**config.mk**
```make
export PLATFORM = sky130hd
export DESIGN_NAME = cke_pwr_ctrl_flat
export DESIGN_NICKNAME = d
export VERILOG_FILES = /design/src/cke_pwr_pkg.sv /design/src/cke_pwr_if.sv /design/src/cke_pwr_ctrl.sv /design/src/flat_wrapper.sv
export SDC_FILE = /design/constraint.sdc
export NUM_CORES = 1
export LEC_CHECK = 0
export BUFFER_PORTS_ARGS = -buffer_cell sky130_fd_sc_hd__buf_4
export CORE_UTILIZATION = 56
export CTS_BUF_LIST = sky130_fd_sc_hd__clkbuf_8
export DETAILED_ROUTE_END_ITERATION = 16
export GPL_TIMING_DRIVEN = 0
export PLACE_DENSITY = 0.74
export SYNTH_ARGS = -nofsm -noshare
export SYNTH_HDL_FRONTEND = slang
export SYNTH_SLANG_ARGS = --single-unit
```
**constraint.sdc**
```tcl
create_clock -name clk -period 3.4 [get_ports clk]
set_input_delay 0.85 -clock clk [delete_from_list [all_inputs] [get_ports clk]]
set_output_delay 0.85 -clock clk [all_outputs]
set_load 0.01 [all_outputs]
```
**src/cke_pwr_pkg.sv**
```systemverilog
// constants and types shared by both ends of the clock-enable power-state link
// What this block does
// - sample cke and command on rising edge
// - controller waits mode-register delays before cke low
// - action from prior state, two cke levels, command
// - cke low twice: hold state, ignore pins
// - only nop/deselect on power-down cke edges
// - only nop/deselect on self-refresh exit edge
// - nop/deselect throughout self-refresh exit delay
// - no read or termination before long exit delay
// - first write 512 clocks after self-refresh exit
// - self refresh only from idle, refresh with cke fall
// - no self-refresh request during read or write
// - power-down kind follows banks closed or open
// - no refresh while powered down
// - hold cke level until minimum pulse met
// - idle needs banks closed, no burst, cke high, delays done (the memory side reports ST_IDLE on exit before exit delays end)
// - termination ignored for cke, off in self refresh
// - controller avoids unlisted combinations
// - other states use only legal commands
// - deselect behaves exactly like nop
// - self-refresh exit seen on cke level alone
`default_nettype none
package cke_pwr_pkg;
    // command encoding {ras_b, cas_b, we_b} with cs_b low
    typedef enum logic [2:0] {
        CMD_MRS = 3'h0,
        CMD_REF = 3'h1,
        CMD_PRE = 3'h2,
        CMD_ACT = 3'h3,
        CMD_WR  = 3'h4,
        CMD_RD  = 3'h5,
        CMD_ZQ  = 3'h6,
        CMD_NOP = 3'h7
    } cmd_t;

    // device power state
    typedef enum logic [2:0] {
        ST_IDLE   = 3'h0,
        ST_ACTIVE = 3'h1,
        ST_BUSY   = 3'h2,
        ST_PPD    = 3'h3,
        ST_APD    = 3'h4,
        ST_SREF   = 3'h5,
        ST_EXIT   = 3'h6
    } pwr_state_t;

    // timing counts in memory clocks
    localparam int unsigned T_MOD     = 12;
    localparam int unsigned T_MRD     = 4;
    localparam int unsigned T_CKE_MIN = 3;
    localparam int unsigned T_XP      = 3;
    localparam int unsigned T_XS      = 24;
    localparam int unsigned T_XSDLL   = 512;
    localparam int unsigned T_WR_SRX  = 512;
    localparam int unsigned T_BURST   = 4;
    localparam int unsigned CNT_W     = 10;
    localparam logic [CNT_W-1:0] CNT_ZERO = 10'h000;
    localparam logic [CNT_W-1:0] CNT_ONE  = 10'h001;
endpackage
`default_nettype wire

```
**src/cke_pwr_if.sv**
```systemverilog
// link between controller and memory: clock enable, command pins, termination
`default_nettype none
interface cke_pwr_if;
    logic       cke;
    logic       cs_b;
    logic       ras_b;
    logic       cas_b;
    logic       we_b;
    logic       a10;
    logic       odt;

    modport ctrl (output cke, cs_b, ras_b, cas_b, we_b, a10, odt);
    modport mem  (input  cke, cs_b, ras_b, cas_b, we_b, a10, odt);
endinterface
`default_nettype wire

```
**src/cke_pwr_ctrl.sv**
```systemverilog
// controller side: drives clock enable and commands, keeps exit delays
`default_nettype none
module cke_pwr_ctrl #(
    parameter int unsigned XSDLL = cke_pwr_pkg::T_XSDLL
) (
    // clock and reset
    input  wire logic                clk,
    input  wire logic                rst_b,
    // user requests
    input  wire logic                cmd_valid,
    input  wire logic [2:0]          cmd_code,
    input  wire logic                cmd_a10,
    input  wire logic                pd_req,
    input  wire logic                sr_req,
    input  wire logic                wake_req,
    input  wire logic                odt_req,
    output logic                     cmd_ready,
    output logic                     in_low_power,
    // link
    cke_pwr_if.ctrl                  link
);
    logic [cke_pwr_pkg::CNT_W-1:0] hold_q;
    logic [cke_pwr_pkg::CNT_W-1:0] xs_q;
    logic [cke_pwr_pkg::CNT_W-1:0] dll_q;
    logic [cke_pwr_pkg::CNT_W-1:0] wr_q;
    logic [cke_pwr_pkg::CNT_W-1:0] bsy_q;
    logic                          in_sr_q;
    logic                          open_q;
    logic                          allow;
    logic                          sr_ok;

    // a command is allowed when link awake and exit delays are met
    always_comb begin
        allow = link.cke && hold_q == cke_pwr_pkg::CNT_ZERO
                && xs_q == cke_pwr_pkg::CNT_ZERO;
        if (cmd_code == 3'(cke_pwr_pkg::CMD_RD) && dll_q != cke_pwr_pkg::CNT_ZERO)
            allow = 1'b0;
        if (cmd_code == 3'(cke_pwr_pkg::CMD_WR) && wr_q != cke_pwr_pkg::CNT_ZERO)
            allow = 1'b0;
        // self refresh only once banks are closed and the last command has finished
        sr_ok = sr_req && !open_q && bsy_q == cke_pwr_pkg::CNT_ZERO;
    end

    // cke, command pins and delay counters
    always_ff @(posedge clk or negedge rst_b) begin
        if (!rst_b) begin
            link.cke   <= 1'b1;
            link.cs_b  <= 1'b1;
            link.ras_b <= 1'b1;
            link.cas_b <= 1'b1;
            link.we_b  <= 1'b1;
            link.a10   <= 1'b0;
            link.odt   <= 1'b0;
            hold_q     <= cke_pwr_pkg::CNT_W'(cke_pwr_pkg::T_MOD);
            xs_q       <= cke_pwr_pkg::CNT_ZERO;
            dll_q      <= cke_pwr_pkg::CNT_ZERO;
            wr_q       <= cke_pwr_pkg::CNT_ZERO;
            bsy_q      <= cke_pwr_pkg::CNT_ZERO;
            in_sr_q    <= 1'b0;
            open_q     <= 1'b0;
        end else begin
            link.cs_b <= 1'b1; // default deselect
            link.odt  <= odt_req && !in_sr_q && dll_q == cke_pwr_pkg::CNT_ZERO;
            if (hold_q != cke_pwr_pkg::CNT_ZERO) hold_q <= hold_q - cke_pwr_pkg::CNT_ONE;
            if (xs_q != cke_pwr_pkg::CNT_ZERO) xs_q <= xs_q - cke_pwr_pkg::CNT_ONE;
            if (dll_q != cke_pwr_pkg::CNT_ZERO) dll_q <= dll_q - cke_pwr_pkg::CNT_ONE;
            if (wr_q != cke_pwr_pkg::CNT_ZERO) wr_q <= wr_q - cke_pwr_pkg::CNT_ONE;
            // busy window is frozen while cke is low, as in the memory
            if (bsy_q != cke_pwr_pkg::CNT_ZERO && link.cke) bsy_q <= bsy_q - cke_pwr_pkg::CNT_ONE;
            if (!link.cke) begin
                if (wake_req && hold_q == cke_pwr_pkg::CNT_ZERO) begin
                    link.cke <= 1'b1;
                    hold_q   <= cke_pwr_pkg::CNT_W'(cke_pwr_pkg::T_CKE_MIN);
                    if (in_sr_q) begin
                        xs_q  <= cke_pwr_pkg::CNT_W'(cke_pwr_pkg::T_XS);
                        dll_q <= cke_pwr_pkg::CNT_W'(XSDLL);
                        wr_q  <= cke_pwr_pkg::CNT_W'(cke_pwr_pkg::T_WR_SRX);
                    end else begin
                        xs_q  <= cke_pwr_pkg::CNT_W'(cke_pwr_pkg::T_XP);
                    end
                    in_sr_q <= 1'b0;
                end
            end else if (allow && (sr_ok || pd_req)) begin
                link.cke <= 1'b0;
                hold_q   <= cke_pwr_pkg::CNT_W'(cke_pwr_pkg::T_CKE_MIN);
                if (sr_ok) begin
                    link.cs_b  <= 1'b0;
                    link.ras_b <= 1'b0;
                    link.cas_b <= 1'b0;
                    link.we_b  <= 1'b1;
                    in_sr_q    <= 1'b1;
                    link.odt   <= 1'b0;
                end
            end else if (allow && cmd_valid) begin
                link.cs_b  <= 1'b0;
                {link.ras_b, link.cas_b, link.we_b} <= cmd_code;
                link.a10   <= cmd_a10;
                bsy_q      <= cke_pwr_pkg::CNT_W'(cke_pwr_pkg::T_BURST);
                if (cmd_code == 3'(cke_pwr_pkg::CMD_ACT)) open_q <= 1'b1;
                if (cmd_code == 3'(cke_pwr_pkg::CMD_PRE) && cmd_a10) open_q <= 1'b0;
                if (cmd_code == 3'(cke_pwr_pkg::CMD_MRS))
                    hold_q <= cke_pwr_pkg::CNT_W'(cke_pwr_pkg::T_MOD);
            end
        end
    end

    // status flops
    always_ff @(posedge clk or negedge rst_b) begin
        if (!rst_b) begin
            cmd_ready    <= 1'b0;
            in_low_power <= 1'b0;
        end else begin
            cmd_ready    <= allow && !sr_req && !pd_req;
            in_low_power <= !link.cke;
        end
    end
endmodule
`default_nettype wire

```
**src/flat_wrapper.sv**
```systemverilog
// flat-port wrapper written by rule: the top's interface ports become plain ports
module cke_pwr_ctrl_flat 
#(
    parameter int unsigned XSDLL = cke_pwr_pkg::T_XSDLL
)
  (clk, rst_b, cmd_valid, cmd_code, cmd_a10, pd_req, sr_req, wake_req, odt_req, cmd_ready, in_low_power, link_cke, link_cs_b, link_ras_b, link_cas_b, link_we_b, link_a10, link_odt);
  cke_pwr_if link_i ();
  input  wire logic clk;
  input  wire logic rst_b;
  input  wire logic cmd_valid;
  input  wire logic [2:0] cmd_code;
  input  wire logic cmd_a10;
  input  wire logic pd_req;
  input  wire logic sr_req;
  input  wire logic wake_req;
  input  wire logic odt_req;
  output logic cmd_ready;
  output logic in_low_power;
  output wire logic [$bits(link_i.cke)-1:0] link_cke;
  output wire logic [$bits(link_i.cs_b)-1:0] link_cs_b;
  output wire logic [$bits(link_i.ras_b)-1:0] link_ras_b;
  output wire logic [$bits(link_i.cas_b)-1:0] link_cas_b;
  output wire logic [$bits(link_i.we_b)-1:0] link_we_b;
  output wire logic [$bits(link_i.a10)-1:0] link_a10;
  output wire logic [$bits(link_i.odt)-1:0] link_odt;
  assign link_cke = link_i.cke;
  assign link_cs_b = link_i.cs_b;
  assign link_ras_b = link_i.ras_b;
  assign link_cas_b = link_i.cas_b;
  assign link_we_b = link_i.we_b;
  assign link_a10 = link_i.a10;
  assign link_odt = link_i.odt;
  cke_pwr_ctrl #(.XSDLL(XSDLL)) u_core (.clk(clk), .rst_b(rst_b), .cmd_valid(cmd_valid), .cmd_code(cmd_code), .cmd_a10(cmd_a10), .pd_req(pd_req), .sr_req(sr_req), .wake_req(wake_req), .odt_req(odt_req), .cmd_ready(cmd_ready), .in_low_power(in_low_power), .link(link_i));
endmodule
```
# Yosys cells after proc, flatten, opt, wreduce, memory -nomap -nowiden
# Cells that the tools add are included.
[totals] register_bits=61 wordCells=114 inputBits=11
[op_classes] muxes=47 bitwise_logic=1 n_eq_ne=7 addsub=5 reduce_logical=38
[ops] cell="$mux 10" count=21
[ops] cell="$reduce_bool 10->1" count=5
[ops] cell="$sub 10x1->10 const B" count=5
[ops] cell="$logic_not 10->1" count=4
[ops] cell="$mux 1" count=25
[ops] cell="$logic_and 1x1->1" count=15
[ops] cell="$reduce_and 3->1" count=3
[ops] cell="$eq 3x2->1 const B" count=2
[ops] cell="$eq 3x3->1 const B" count=2
[ops] cell="$reduce_bool 2->1" count=3
[ops] cell="$logic_not 1->1" count=5
[ops] cell="$mux 5" count=1
[ops] cell="$ne 2x2->1 const B" count=2
[ops] cell="$reduce_and 4->1" count=1
[ops] cell="$logic_not 3->1" count=1
[ops] cell="$ne 2x1->1 const B" count=1
[ops] cell="$logic_or 1x1->1" count=1
[ops] cell="$not 1->1" count=1

# Longest topological paths before layout
# Gate-level depths: netlist of run 1.
[logic_depth] depth_word=9 ltp_mapped=9 mapped_depth_nobuf=7

# Least setup slack after synthesis of run 1
# OpenSTA, ideal clock, no wires.
[synth_path] path_type="register to register" start="register u_core.hold_q[0] (netlist name)" end="register u_core.link.a10" setup_time_ps=125 t_arrival_ps=2666 synth_period_minus_slack_ps=2791 path_slack_ps=609 n_path_buf=1 path_stages_with_launch=9 path_cell_list="dfrtp_1 > inv_1 > ha_1 > or3b_2 > clkbuf_1 > nor4_4 > nand4_1 > nor4b_4 > mux2_4"
[synth_between] elab_chain_cells=8 elab_cells_between_ends=9 cone_classes="2 x mux; 1 x bitwise; 6 x reduce/logical"
[synth_lines] item="start: declaration" line="cke_pwr_ctrl.sv:22" source="logic [cke_pwr_pkg::CNT_W-1:0] hold_q;"
[synth_lines] item="start signal: assignment" line="cke_pwr_ctrl.sv:54" source="hold_q <= cke_pwr_pkg::CNT_W'(cke_pwr_pkg::T_MOD);"
[synth_lines] item="start signal: assignment" line="cke_pwr_ctrl.sv:64" source="if (hold_q != cke_pwr_pkg::CNT_ZERO) hold_q <= hold_q - cke_pwr_pkg::CNT_ONE;"
[synth_lines] item="start signal: assignment" line="cke_pwr_ctrl.sv:73" source="hold_q <= cke_pwr_pkg::CNT_W'(cke_pwr_pkg::T_CKE_MIN);"
[synth_lines] item="$logic_not 10->1 *" line="cke_pwr_ctrl.sv:34" source="allow = link.cke && hold_q == cke_pwr_pkg::CNT_ZERO"
[synth_lines] item="$logic_and 1x1->1 *" line="cke_pwr_ctrl.sv:34"
[synth_lines] item="$logic_and 1x1->1 *" line="cke_pwr_ctrl.sv:35" source="&& xs_q == cke_pwr_pkg::CNT_ZERO;"
[synth_lines] item="$mux 1 *" line="cke_pwr_ctrl.sv:36" source="if (cmd_code == 3'(cke_pwr_pkg::CMD_RD) && dll_q != cke_pwr_pkg::CNT_ZERO)"
[synth_lines] item="$mux 1 *" line="cke_pwr_ctrl.sv:38" source="if (cmd_code == 3'(cke_pwr_pkg::CMD_WR) && wr_q != cke_pwr_pkg::CNT_ZERO)"
[synth_lines] item="$logic_and 1x1->1" line="cke_pwr_ctrl.sv:83" source="end else if (allow && (sr_ok || pd_req)) begin"
[synth_lines] item="$not 1->1 (no line)"
[synth_lines] item="$reduce_and 3->1 (no line) *"
[synth_lines] item="end signal: assignment" line="cke_pwr_ctrl.sv:97" source="link.a10 <= cmd_a10;"
[synth_lines] item="end: declaration" line="cke_pwr_if.sv:12" source="modport ctrl (output cke, cs_b, ras_b, cas_b, we_b, a10, odt);"
# Every way passes the cells marked *; elsewhere a longest branch is shown, timed or not.
# A chain may end at the register's enable or synchronous reset.

# Worst setup path after layout of run 1
# Ends and elaborated chain as after synthesis.

==> results of run 1 <==
-- final cells by class --
cell class	instances	area share (%)
flip-flops and latches	61	43.1
clock inverters	6	1.40
repair buffers	22	4.64
inverters	16	1.69
plain buffers	8	1.26
multi-input cells	226	41.6
well taps	70	2.46
clock buffers	10	3.86
-- state kept, by name, indices dropped and copies added, names as in the netlist --
register and flops:
u_core.link.cas_b 1, u_core.wr_q 10, u_core.in_sr_q 1, u_core.bsy_q 10, u_core.in_low_power 1, u_core.link.ras_b 1, u_core.dll_q 10, u_core.link.cke 1
u_core.link.we_b 1, u_core.hold_q 10, u_core.link.odt 1, u_core.cmd_ready 1, u_core.xs_q 10, u_core.link.a10 1, u_core.open_q 1, u_core.link.cs_b 1
-- metal layers --
layer / track usage (%) / up-vias / wire length, um
met5: 0 / - / 0
met4: 11.3 / 0 / 123
met3: 3.69 / 11 / 289
met2: 37.8 / 55 / 2890
met1: 29.5 / 1156 / 2880
li1: - / 1190 / -
-- worst max-delay path, stage by stage, from the launching register on --
cell and delay, ps:
sky130_fd_sc_hd__dfrtp_1 400, sky130_fd_sc_hd__inv_1 80, sky130_fd_sc_hd__ha_1 180, sky130_fd_sc_hd__or3b_2 440, sky130_fd_sc_hd__clkbuf_1 200, sky130_fd_sc_hd__nor4_4 410
sky130_fd_sc_hd__nand4_1 360, sky130_fd_sc_hd__nor4b_4 540, sky130_fd_sc_hd__mux2_4 340
-- metrics by stage --
stage          power [mW]  utilization, %  instance area, um^2  setup slack, ps
2_1_floorplan        1.45               -                 3120              609
3_3_place_gp         1.58            64.0                 3350              241
3_5_place_dp         1.61            64.0                 3350              212
4_1_cts              2.23            67.6                 3540              199
5_1_grt              2.37            68.0                 3560              116
6_report             2.22            68.0                 3560              326
-- path summary, 6_finish.rpt --
path,to,start,slack (ps),cells after the start
max in group asynchronous,u_core.dll_q[0],rst_b,2310,1
worst max-delay path,u_core.link.a10,u_core.hold_q[0],330,8
min in group asynchronous,u_core.hold_q[4],rst_b,580,1
worst min register to register,u_core.hold_q[7],u_core.hold_q[7],470,1
worst min-delay path,u_core.hold_q[7],u_core.hold_q[7],470,1
worst max register to register,u_core.link.a10,u_core.hold_q[0],330,8
-- logic make-up (layout without fill, tap and decap cells) --
group	count (synthesis)	after routing	synth area share (%)
AND/OR/NAND/NOR	142	142	26.5
flip-flops	61	61	49.2
AO/OA/AOI/OAI	51	51	10.6
buffers and inverters	24	62	3.37
XOR/XNOR	23	23	6.45
adder cells (fa/ha/maj)	7	7	2.81
multiplexers	3	3	1.12
-- what timing repair did --
| item | in CTS | in global routing |
|---|---|---|
| setup endpoints to repair | 0 | 2 |
| gates resized for setup | 0 | 0 |
| setup buffers | 0 | 3 |
| hold endpoints to repair | 0 | 0 |
| hold buffers | 0 | 0 |
-- cells in the final DEF (no fill, tap or decap), drive strengths merged, types with 3 or more instances in the layout --
| cell type | instances |
|---|---|
| a211o | 3 |
| a21oi | 19 |
| buf | 24 |
| clkbuf | 16 |
| dfrtp | 54 |
| dfstp | 7 |
| ha | 7 |
| inv | 20 |
| nand2 | 19 |
| nand2b | 9 |
| nand3 | 4 |
| nand3b | 7 |
| nand4b | 3 |
| nor2 | 39 |
| nor3 | 9 |
| nor3b | 3 |
| nor4 | 12 |
| nor4b | 4 |
| o21ai | 10 |
| o31ai | 5 |
| or3 | 8 |
| or3b | 4 |
| or4 | 14 |
| xnor2 | 11 |
| xor2 | 12 |
-- power by group through the flow --
stage          Sequential [mW]  Clock [mW]  Combinational, mW
2_1_floorplan             1.06           0              0.388
3_3_place_gp              1.09           0              0.490
3_5_place_dp              1.10           0              0.509
4_1_cts                   1.09       0.625              0.515
5_1_grt                   1.12       0.652              0.592
6_report                  1.10       0.616              0.512
==> parameters.txt, run 1 <==
Parameter                              Value

Run status
  Run status ... completed

STA
  Worst slew pin tran ... just under 900 ps
  Final Critical Period ... around 3100 ps
  Period Utilization, post-route ... 90.4%
  Unrepaired setup endpoints after global routing ... no
  Max Slew Vio Count ... 0
  Maximum clock frequency ... ~330 MHz
  Slew Limit Headroom ... between 40% and 50%
  Fin Clk Skew ... 11.5 ps
  Final worst hold slack ... 470 ps
  Setup TNS Final ... 0 ps
  Final setup viols ... 0
  Final number of hold-violating endpoints ... 0

Cells and area
  Inserted Diodes ... 0
  Net count of the finished layout ... 362
  Sequential standard cell area ... 1540 um^2
  Non-filler cells in the finished layout ... between 400 and 500
  Multi-input combinational cell area ... 1480 um^2
  Fill cell total of the finished layout ... just over 400
  Layout Area Growth over Synthesis ... 14.1%
  Fraction of final layout cells sized beyond drive strength 1 ... 16.3%

Detailed routing
  Number of nets still failing antenna checks after routing ... 0
  Via count ... 2,412
  Final routed DRC violation total ... 0
  WL per Instance ... around 15 um
  Detailed Route Iter0 Violations ... 150
  Drt pass-1 iters ... 4
  Post-DR vias/cell ... 5.76
  Total length of routed wires ... a little over 6 mm

Critical path
  Required @ worst endpoint ... ~3600 ps
  Maximum fanout count along the critical path ... 7
  Worst Setup Start Kind ... register
  Worst Path Class, Setup ... register to register
  WP data arrival ... between 3000 and 4000 ps
  Crit. End Element ... register

Yosys
  Number of flops mapped to enable cells by yosys ... 0
  Most frequently used cell type in the post-synthesis netlist ... sky130_fd_sc_hd__dfrtp_1
  Mapped Nets ... ~330
  Share of Yosys cell area claimed by the top area cell type ... between 40 and 50%
  Sequential area share after synthesis ... between 40% and 50%
  Cell type contributing the most total cell area after synthesis ... sky130_fd_sc_hd__dfrtp_1
  Cell types with the largest area share after synthesis ... sky130_fd_sc_hd__dfrtp_1, sky130_fd_sc_hd__dfstp_2, sky130_fd_sc_hd__nor2_1, sky130_fd_sc_hd__xor2_1, sky130_fd_sc_hd__xnor2_1
  Ranking of synthesized cells by instance count ... sky130_fd_sc_hd__dfrtp_1, sky130_fd_sc_hd__nor2_1, sky130_fd_sc_hd__a21oi_1, sky130_fd_sc_hd__nand2_1, sky130_fd_sc_hd__inv_1
  Average cell area after synthesis ... around 10 um^2
  Most frequently used flop master after synthesis ... sky130_fd_sc_hd__dfrtp_1
  Flop and latch count out of synthesis ... 61
  Distinct cell type count after synthesis ... between 40 and 50
  Share of synthesized flip-flops with an asynchronous set or reset ... 100%
  Post-synthesis cell area ... approximately 3100 um^2
  Number of instances in the synthesized netlist ... between 300 and 400
  Count of synthesis-stage warnings from yosys ... 0

Pwr
  Share of total power consumed by net switching ... between 30% and 40%
  Internal power contribution ... roughly 1.5 mW
  Worst VDD drop ... 0.296 mV
  Power share of the sequential group ... 49.3%
  Share of total power in combinational logic ... a little under a quarter
  Switching Power ... about 0.72 mW
  Relative contribution of the clock network to total power ... 27.7%
  PD cells ... about 620 nW/um^2
  Reported leakage power ... approximately 1.5 nW

Clock tree
  CTS Buf Count ... 9
  Clock latency on the worst-skew pair ... between 300 and 400 ps
  CTS H-tree depth ... 3
  Clock tree from TritonCTS ... built
  Clock transition at path regs ... 70 ps
  Clock root buffer ... sky130_fd_sc_hd__clkbuf_8
  Total number of clock tree sinks ... 61
  Maximum clock insertion buffer count ... 2

Flow run
  Max-Cap Viols ... 0

Place
  Hpwl dp ... 4.30 mm
  Number of buffer cells added on primary ports ... 19
  Placed instance count ... 400
  Last weighted congestion value of the routability-driven placer ... 0.762

Floorplan
  Height of the die ... ~77 um
  Row count ... 26
  Die Footprint ... slightly below 6000 um^2
  Die Width ... about 77 um
  Effective utilization at floorplan ... approximately three fifths
  # IOs ... 20
  Area of the core ... 5240 um^2

GRT
  Via count of the first global-routing pass ... about 2.4k
  Wire length of the first global-routing pass ... around 11 mm
  Antenna violations before repair ... 0
  Overall routing resource usage ... 23.0%
  Global-route congestion overflow total ... 0
  Largest net degree at the start of global routing ... 62

Hold path
  Worst min-delay path class ... register to register
No activity file was read; power rests on OpenSTA's default activity.
==> run 2: changes to the inputs <==
Settings changed: REMOVE_ABC_BUFFERS from default to 1.
==> run 2 against run 1 <==
Against the previous run: first-iteration DRC count fell by 6.0%; register-to-register slack better by 40 ps; setup slack improved by 41 ps; flip-flop and latch count unchanged; global-route usage decreased by 0.66 points; cell area down 1.1%; clock power grew 1%; critical path type unchanged; die area did not move; wire length shrank 6.5%.
==> parameters.txt, run 2 (synthesis results as in run 1) <==
Parameter                              Value

STA
  Slew Limit Headroom ... 37.9% (-2.1 points)
  Fin Clk Skew ... 8.67 ps (-2.82 ps)
  Final setup viols ... 0 (unchanged)
  Max Slew Vio Count ... 0 (unchanged)
  Final Critical Period ... 3030 ps (-41.1 ps)
  Worst slew pin tran ... 924 ps (+31.8 ps)
  Setup TNS Final ... 0 ps (unchanged)
  Unrepaired setup endpoints after global routing ... no
  Maximum clock frequency ... 330 MHz (+1.4%)
  Period Utilization, post-route ... 89.2% (-1.2 points)
  Final number of hold-violating endpoints ... 0 (unchanged)

Floorplan
  Height of the die ... 76.7 um (unchanged)
  # IOs ... 20 (unchanged)
  Effective utilization at floorplan ... 59.6% (unchanged)
  Die Footprint ... 5880 um^2 (unchanged)
  Die Width ... 76.7 um (unchanged)
  Row count ... 26 (unchanged)
  Area of the core ... 5240 um^2 (unchanged)

Clock tree
  Hold-fix buffers, CTS ... 0 (unchanged)
  CTS Buf Count ... 9 (unchanged)
  Clock transition at path regs ... 70 ps (about the same)
  Clock latency on the worst-skew pair ... 350 ps (about the same)
  Clock tree from TritonCTS ... built
  Post-CTS sizing ... 0 (unchanged)
  Clock root buffer ... sky130_fd_sc_hd__clkbuf_8
  CTS H-tree depth ... 3 (unchanged)
  Maximum clock insertion buffer count ... 2 (unchanged)
  Total number of clock tree sinks ... 61 (unchanged)

Place
  Last weighted congestion value of the routability-driven placer ... 0.763 (+0.18%)
  Hpwl dp ... 3.95 mm (-8.3%)
  Number of buffer cells added on primary ports ... 19 (unchanged)

Hold path
  Endpoint with the worst hold slack ... u_core.hold_q[7]
  Hold Path Depth ... 1 (unchanged)
  Worst min-delay path class ... register to register
  Hold path start ... u_core.hold_q[7]

GRT
  Antenna violations before repair ... 0 (unchanged)
  Overall routing resource usage ... 22.3% (-0.66 points)
  Via count of the first global-routing pass ... 2,308 (-2.9%)
  Largest net degree at the start of global routing ... 62 (unchanged)
  Wire length of the first global-routing pass ... 10.2 mm (-3.9%)
  Global-route congestion overflow total ... 0 (unchanged)

Cells and area
  Most frequent cells in the layout ... sky130_fd_sc_hd__dfrtp_1, sky130_fd_sc_hd__nor2_1, sky130_fd_sc_hd__buf_4, sky130_fd_sc_hd__nand2_1, sky130_fd_sc_hd__a21oi_1
  Fraction of final layout cells sized beyond drive strength 1 ... 16.7% (+0.38 points)
  Inserted Diodes ... 0 (unchanged)
  Most frequent standard cell in the layout excluding fill and tap cells ... sky130_fd_sc_hd__dfrtp_1
  Share of the core filled with cells ... 67.2% (-0.76 points)
  Net count of the finished layout ... 354 (-2.2%)
  Layout Area Growth over Synthesis ... 12.8%

Pwr
  Worst VDD drop ... 0.443 mV (+50%)
  Reported leakage power ... 1.45 nW (-1.7%)
  PD cells ... 630 nW/um^2 (+0.87%)

Critical path
  Worst reg2reg path depth ... 8 (unchanged)
  WP data arrival ... 3270 ps (-30 ps)
  Critical path cell sequence ... inv_1, ha_1, or3b_2, nor4_4, nand4_1, nor4b_4, buf_4, mux2_4
  Worst Path Class, Setup ... register to register
  Highest-delay cell along the critical path ... sky130_fd_sc_hd__or3b_2
  Crit. End Element ... register
  Crit path largest cell delay ... 540 ps (about the same)
  Maximum fanout count along the critical path ... 10 (+3)
  Required @ worst endpoint ... 3640 ps (about the same)
  First element of the critical path ... u_core.hold_q[0]
  Worst Setup Start Kind ... register
  R2R setup slack ... 370 ps (+40 ps)
  RR Startpoint ... u_core.hold_q[0]
  Reg-to-reg critical path endpoint ... u_core.link.a10

Detailed routing
  Via count ... 2,350 (-2.6%)
  Drt pass-1 iters ... 4 (unchanged)
  Number of nets still failing antenna checks after routing ... 0 (unchanged)
  Post-DR vias/cell ... 5.72 (-0.67%)
  WL per Instance ... 14.1 um (-4.7%)
  Final routed DRC violation total ... 0 (unchanged)
  Detailed Route Iter0 Violations ... 141 (-6.0%)
  Total length of routed wires ... 5.78 mm (-6.5%)

Run status
  Run status ... completed

Flow run
  Max-Cap Viols ... 0 (unchanged)
[run 2: cell types whose count changed in the layout (fill, tap and decap cells not counted)]
cell	previous run	this run
sky130_fd_sc_hd__buf_6	2	0
sky130_fd_sc_hd__clkinvlp_4	0	1
sky130_fd_sc_hd__clkinv_2	1	2
sky130_fd_sc_hd__clkbuf_1	6	0
sky130_fd_sc_hd__inv_1	20	18
[run 2: final cells by class]
cell class | count | area, um^2
fillers | 424 | 1720
flip-flops and latches | 61 | 1540
multi-input cells | 226 | 1480
repair buffers | 22 | 165
clock buffers | 10 | 138
well taps | 70 | 87.6
inverters | 16 | 60.1
clock inverters | 6 | 55.1
[run 2: per-layer routing]
layer / part of all wire (%) / track usage (%) / vias up / routed length, um
met5: 0 / 0 / - / 0
met1: 48 / 29.3 / 1134 / 2750
met4: 1.8 / 8.27 / 0 / 104
met3: 4.2 / 6.79 / 14 / 244
met2: 46 / 34.9 / 43 / 2690
li1: - / - / 1159 / -
[run 2: power by group]
group	switching [mW]	total [mW]	internal (mW)
registers	0.179	1.09	0.913
clock network	0.275	0.625	0.350
logic	0.259	0.500	0.241
total	0.713	2.22	1.50
[run 2: worst max-delay path by stage]
stage	endpoint	depth (start not counted)	slack [ps]
floorplan	u_core.link.a10	7	490
finish	u_core.link.a10	8	370
CTS	u_core.link.a10	7	10
global route	u_core.link.a10	8	150
detailed placement	u_core.link.a10	7	30
global placement	u_core.link.a10	7	30
[run 2: what timing repair did]
item,CTS,global route
hold endpoints to repair,0,0
setup endpoints to repair,0,14
setup buffers,0,3
[run 2: worst max-delay path: cells and delay by family (launching register included)]
family / cells / cell delay [ps]
mux: 1 / 300
fa+ha+maj: 1 / 170
flops: 1 / 400
buf+inv: 2 / 290
simple gates: 4 / 1750
[run 2: stage by stage]
step / cells / hold slack [ps] / cell area (um^2) / setup slack, ps / total power, mW
floorplan: 303 / 437 / 3080 / 492 / 1.45
global placement: 392 / 455 / 3310 / 33.5 / 1.58
detailed placement: 392 / 463 / 3310 / 28.1 / 1.61
CTS: 408 / 476 / 3500 / 11.9 / 2.24
global route: 411 / 502 / 3520 / 146 / 2.37
finish: 411 / 471 / 3520 / 367 / 2.22
==> run 3: changes to the inputs <==
Settings changed: CELL_PAD_IN_SITES_DETAIL_PLACEMENT from default to 1, CELL_PAD_IN_SITES_GLOBAL_PLACEMENT from default to 2, CORE_UTILIZATION 56 to 41, PLACE_DENSITY 0.74 to default, PLACE_DENSITY_LB_ADDON from default to 0.1.
==> run 3 against run 2 <==
Against the previous run: count of clock-buffer cells in the layout did not move; setup slack got worse by 41 ps; wire length rose by 16%; sequential share of layout area fell by 0.26 points; non-clock buffer count rose by 1; cell count rose by 7.3%; hold slack improved by 2.8 ps; clock power fell by 10%; critical path depth did not move; flip-flop and latch count did not move; power fell by 2.6%; utilization fell by 19 points; critical path type unchanged; critical endpoint unchanged.
==> parameters.txt, run 3 (synthesis results as in run 1) <==
Parameter                              Value

Run status
  Run status ... completed

STA
  Unrepaired setup endpoints after global routing ... no
  Fin Clk Skew ... 10.2 ps (+1.52 ps)
  Final number of hold-violating endpoints ... 0 (unchanged)
  Final Critical Period ... 3070 ps (+40.9 ps)
  Max Slew Vio Count ... 0 (unchanged)
  Slew Limit Headroom ... 39.9% (+1.9 points)
  Final setup viols ... 0 (unchanged)
  Worst-case setup margin in the final layout ... 326 ps (-40.9 ps)
  Worst slew pin tran ... 895 ps (-28.5 ps)
  Period Utilization, post-route ... 90.4% (+1.2 points)
  Maximum clock frequency ... 325 MHz (-1.3%)

Pwr
  Reported leakage power ... 1.44 nW (-0.59%)
  PD cells ... 610 nW/um^2 (-3.2%)
  Worst VDD drop ... 0.318 mV (-28%)
  Share of total power in combinational logic ... 23.4% (+0.9 points)
  Switching Power ... 0.730 mW (+2.3%)
  Power share of the sequential group ... 50.6% (+1.3 points)
  Share of total power consumed by net switching ... 33.8% (+1.6 points)
  Relative contribution of the clock network to total power ... 26.0% (-2.2 points)
  Overall Power ... 2.16 mW (-2.6%)
  Internal power contribution ... 1.43 mW (-4.9%)

Clock tree
  Post-CTS sizing ... 0 (unchanged)
  Clock transition at path regs ... 70 ps (about the same)
  Hold-fix buffers, CTS ... 0 (unchanged)
  CTS Buf Count ... 9 (unchanged)
  Clock tree from TritonCTS ... built
  CTS H-tree depth ... 3 (unchanged)
  Clock root buffer ... sky130_fd_sc_hd__clkbuf_8
  Clock latency on the worst-skew pair ... 350 ps (about the same)
  Maximum clock insertion buffer count ... 2 (unchanged)
  Total number of clock tree sinks ... 61 (unchanged)

Critical path
  Worst Path Class, Setup ... register to register
  Buffer and inverter count on the worst path ... 2 (unchanged)
  Crit. End Element ... register
  Highest-delay cell along the critical path ... sky130_fd_sc_hd__or3b_2
  Family with the most delay on the worst path ... simple AND/OR/NAND/NOR gates
  Required @ worst endpoint ... 3640 ps (about the same)
  Crit path largest cell delay ... 560 ps (+20 ps)
  WP data arrival ... 3310 ps (+40 ps)
  Critical path cell sequence ... inv_1, ha_1, or3b_2, nor4_4, nand4_1, nor4b_4, buf_4, mux2_4
  Worst Setup Start Kind ... register
  Maximum fanout count along the critical path ... 10 (unchanged)

Detailed routing
  Detailed Route Iter0 Violations ... 68 (-52%)
  Number of nets still failing antenna checks after routing ... 0 (unchanged)
  Total length of routed wires ... 6.74 mm (+16%)
  Routed met2 length ... 3.15 mm (+17%)
  Post-DR vias/cell ... 5.43 (-5.1%)
  Post-route met1 wirelength ... 3.30 mm (+20%)
  Met3 wire len ... 179 um (-27%)
  Via count ... 2,393 (+1.8%)
  Drt pass-1 iters ... 4 (unchanged)
  Final routed DRC violation total ... 0 (unchanged)
  Highest metal layer used by the detailed router ... met4
  WL per Instance ... 15.3 um (+8.6%)

Hold path
  Worst min-delay path class ... register to register

Cells and area
  Most frequent standard cell in the layout excluding fill and tap cells ... sky130_fd_sc_hd__dfrtp_1
  Most frequent cells in the layout ... sky130_fd_sc_hd__dfrtp_1, sky130_fd_sc_hd__nor2_1, sky130_fd_sc_hd__buf_4, sky130_fd_sc_hd__nand2_1, sky130_fd_sc_hd__a21oi_1
  Fraction of final layout cells sized beyond drive strength 1 ... 17.0% (+0.24 points)
  Cell area after layout ... 3540 um^2 (+0.60%)
  Net count of the finished layout ... 355 (+0.28%)
  Inserted Diodes ... 0 (unchanged)
  Layout Area Growth over Synthesis ... 13.5%

Floorplan
  Area of the core ... 7290 um^2 (+39%)
  Die Width ... 89.3 um (+16%)
  Die Footprint ... 7970 um^2 (+36%)
  Height of the die ... 89.3 um (+16%)
  Row count ... 31 (+19%)
  # IOs ... 20 (unchanged)
  Effective utilization at floorplan ... 42.8% (-17 points)

Flow run
  Max-Cap Viols ... 0 (unchanged)

Place
  Number of buffer cells added on primary ports ... 19 (unchanged)
  Place WS ... -134 ps (-162 ps)
  Dpl cell area ... 3340 um^2 (+1.1%)
  Hpwl dp ... 4.62 mm (+17%)
  Last weighted congestion value of the routability-driven placer ... 0.726 (-4.9%)

GRT
  Global-route congestion overflow total ... 0 (unchanged)
  Wire length of the first global-routing pass ... 11.2 mm (+10%)
  Antenna violations before repair ... 0 (unchanged)
  Via count of the first global-routing pass ... 2,329 (+0.91%)
  Largest net degree at the start of global routing ... 62 (unchanged)
  Overall routing resource usage ... 19.0% (-3.3 points)
## run 3: cell types whose count changed in the layout (fill, tap and decap cells not counted), sizes merged
cell,before,now
buf,22,23
bufinv,1,0
clkinvlp,1,2
## run 3: area by class of cell
| cell class | count | area [um^2] |
|---|---|---|
| clock inverters | 6 | 32.5 |
| repair buffers | 23 | 173 |
| flip-flops and latches | 61 | 1540 |
| clock buffers | 10 | 138 |
| fillers | 853 | 3750 |
| well taps | 99 | 124 |
| multi-input cells | 226 | 1480 |
| inverters | 16 | 60.1 |
## run 3: power by group through the flow
| stage | Combinational, mW | Clock, mW | Sequential, mW |
|---|---|---|---|
| 2_1_floorplan | 0.383 | 0 | 1.06 |
| 3_3_place_gp | 0.496 | 0 | 1.10 |
| 3_5_place_dp | 0.515 | 0 | 1.10 |
| 4_1_cts | 0.515 | 0.588 | 1.09 |
| 5_1_grt | 0.591 | 0.615 | 1.12 |
| 6_report | 0.505 | 0.562 | 1.09 |
## run 3: layer usage
layer,GRT usage (%),up-vias
li1,-,1163
met1,24.8,1200
met2,29.7,20
met3,5.82,10
met4,7.36,0
met5,0,-
## run 3: stage by stage
step                      TNS (ps)  hold WS [ps]  std cells  utilization, %
after floorplan                  0           437        303               -
after global placement        -114           461        421            45.8
after detailed placement      -134           463        421            45.8
after CTS                        0           476        441            48.6
after global routing             0           497        441            48.6
final                            0           474        441            48.6
## run 3: final timing paths
kind                                   from                to  slack (ps)  cells past startpoint
max                        u_core.hold_q[0]   u_core.link.a10         330                      8
min                        u_core.hold_q[7]  u_core.hold_q[7]         470                      1
max reg2reg                u_core.hold_q[0]   u_core.link.a10         330                      8
min reg2reg                u_core.hold_q[7]  u_core.hold_q[7]         470                      1
max in group asynchronous             rst_b   u_core.dll_q[5]        2270                      1
min in group asynchronous             rst_b  u_core.hold_q[9]         580                      1
## run 3: what timing repair did
item / in CTS / in global routing
buffers inserted: 4 / 0
setup endpoints to repair: 4 / 0
endpoints found under the hold margin: 0 / 0
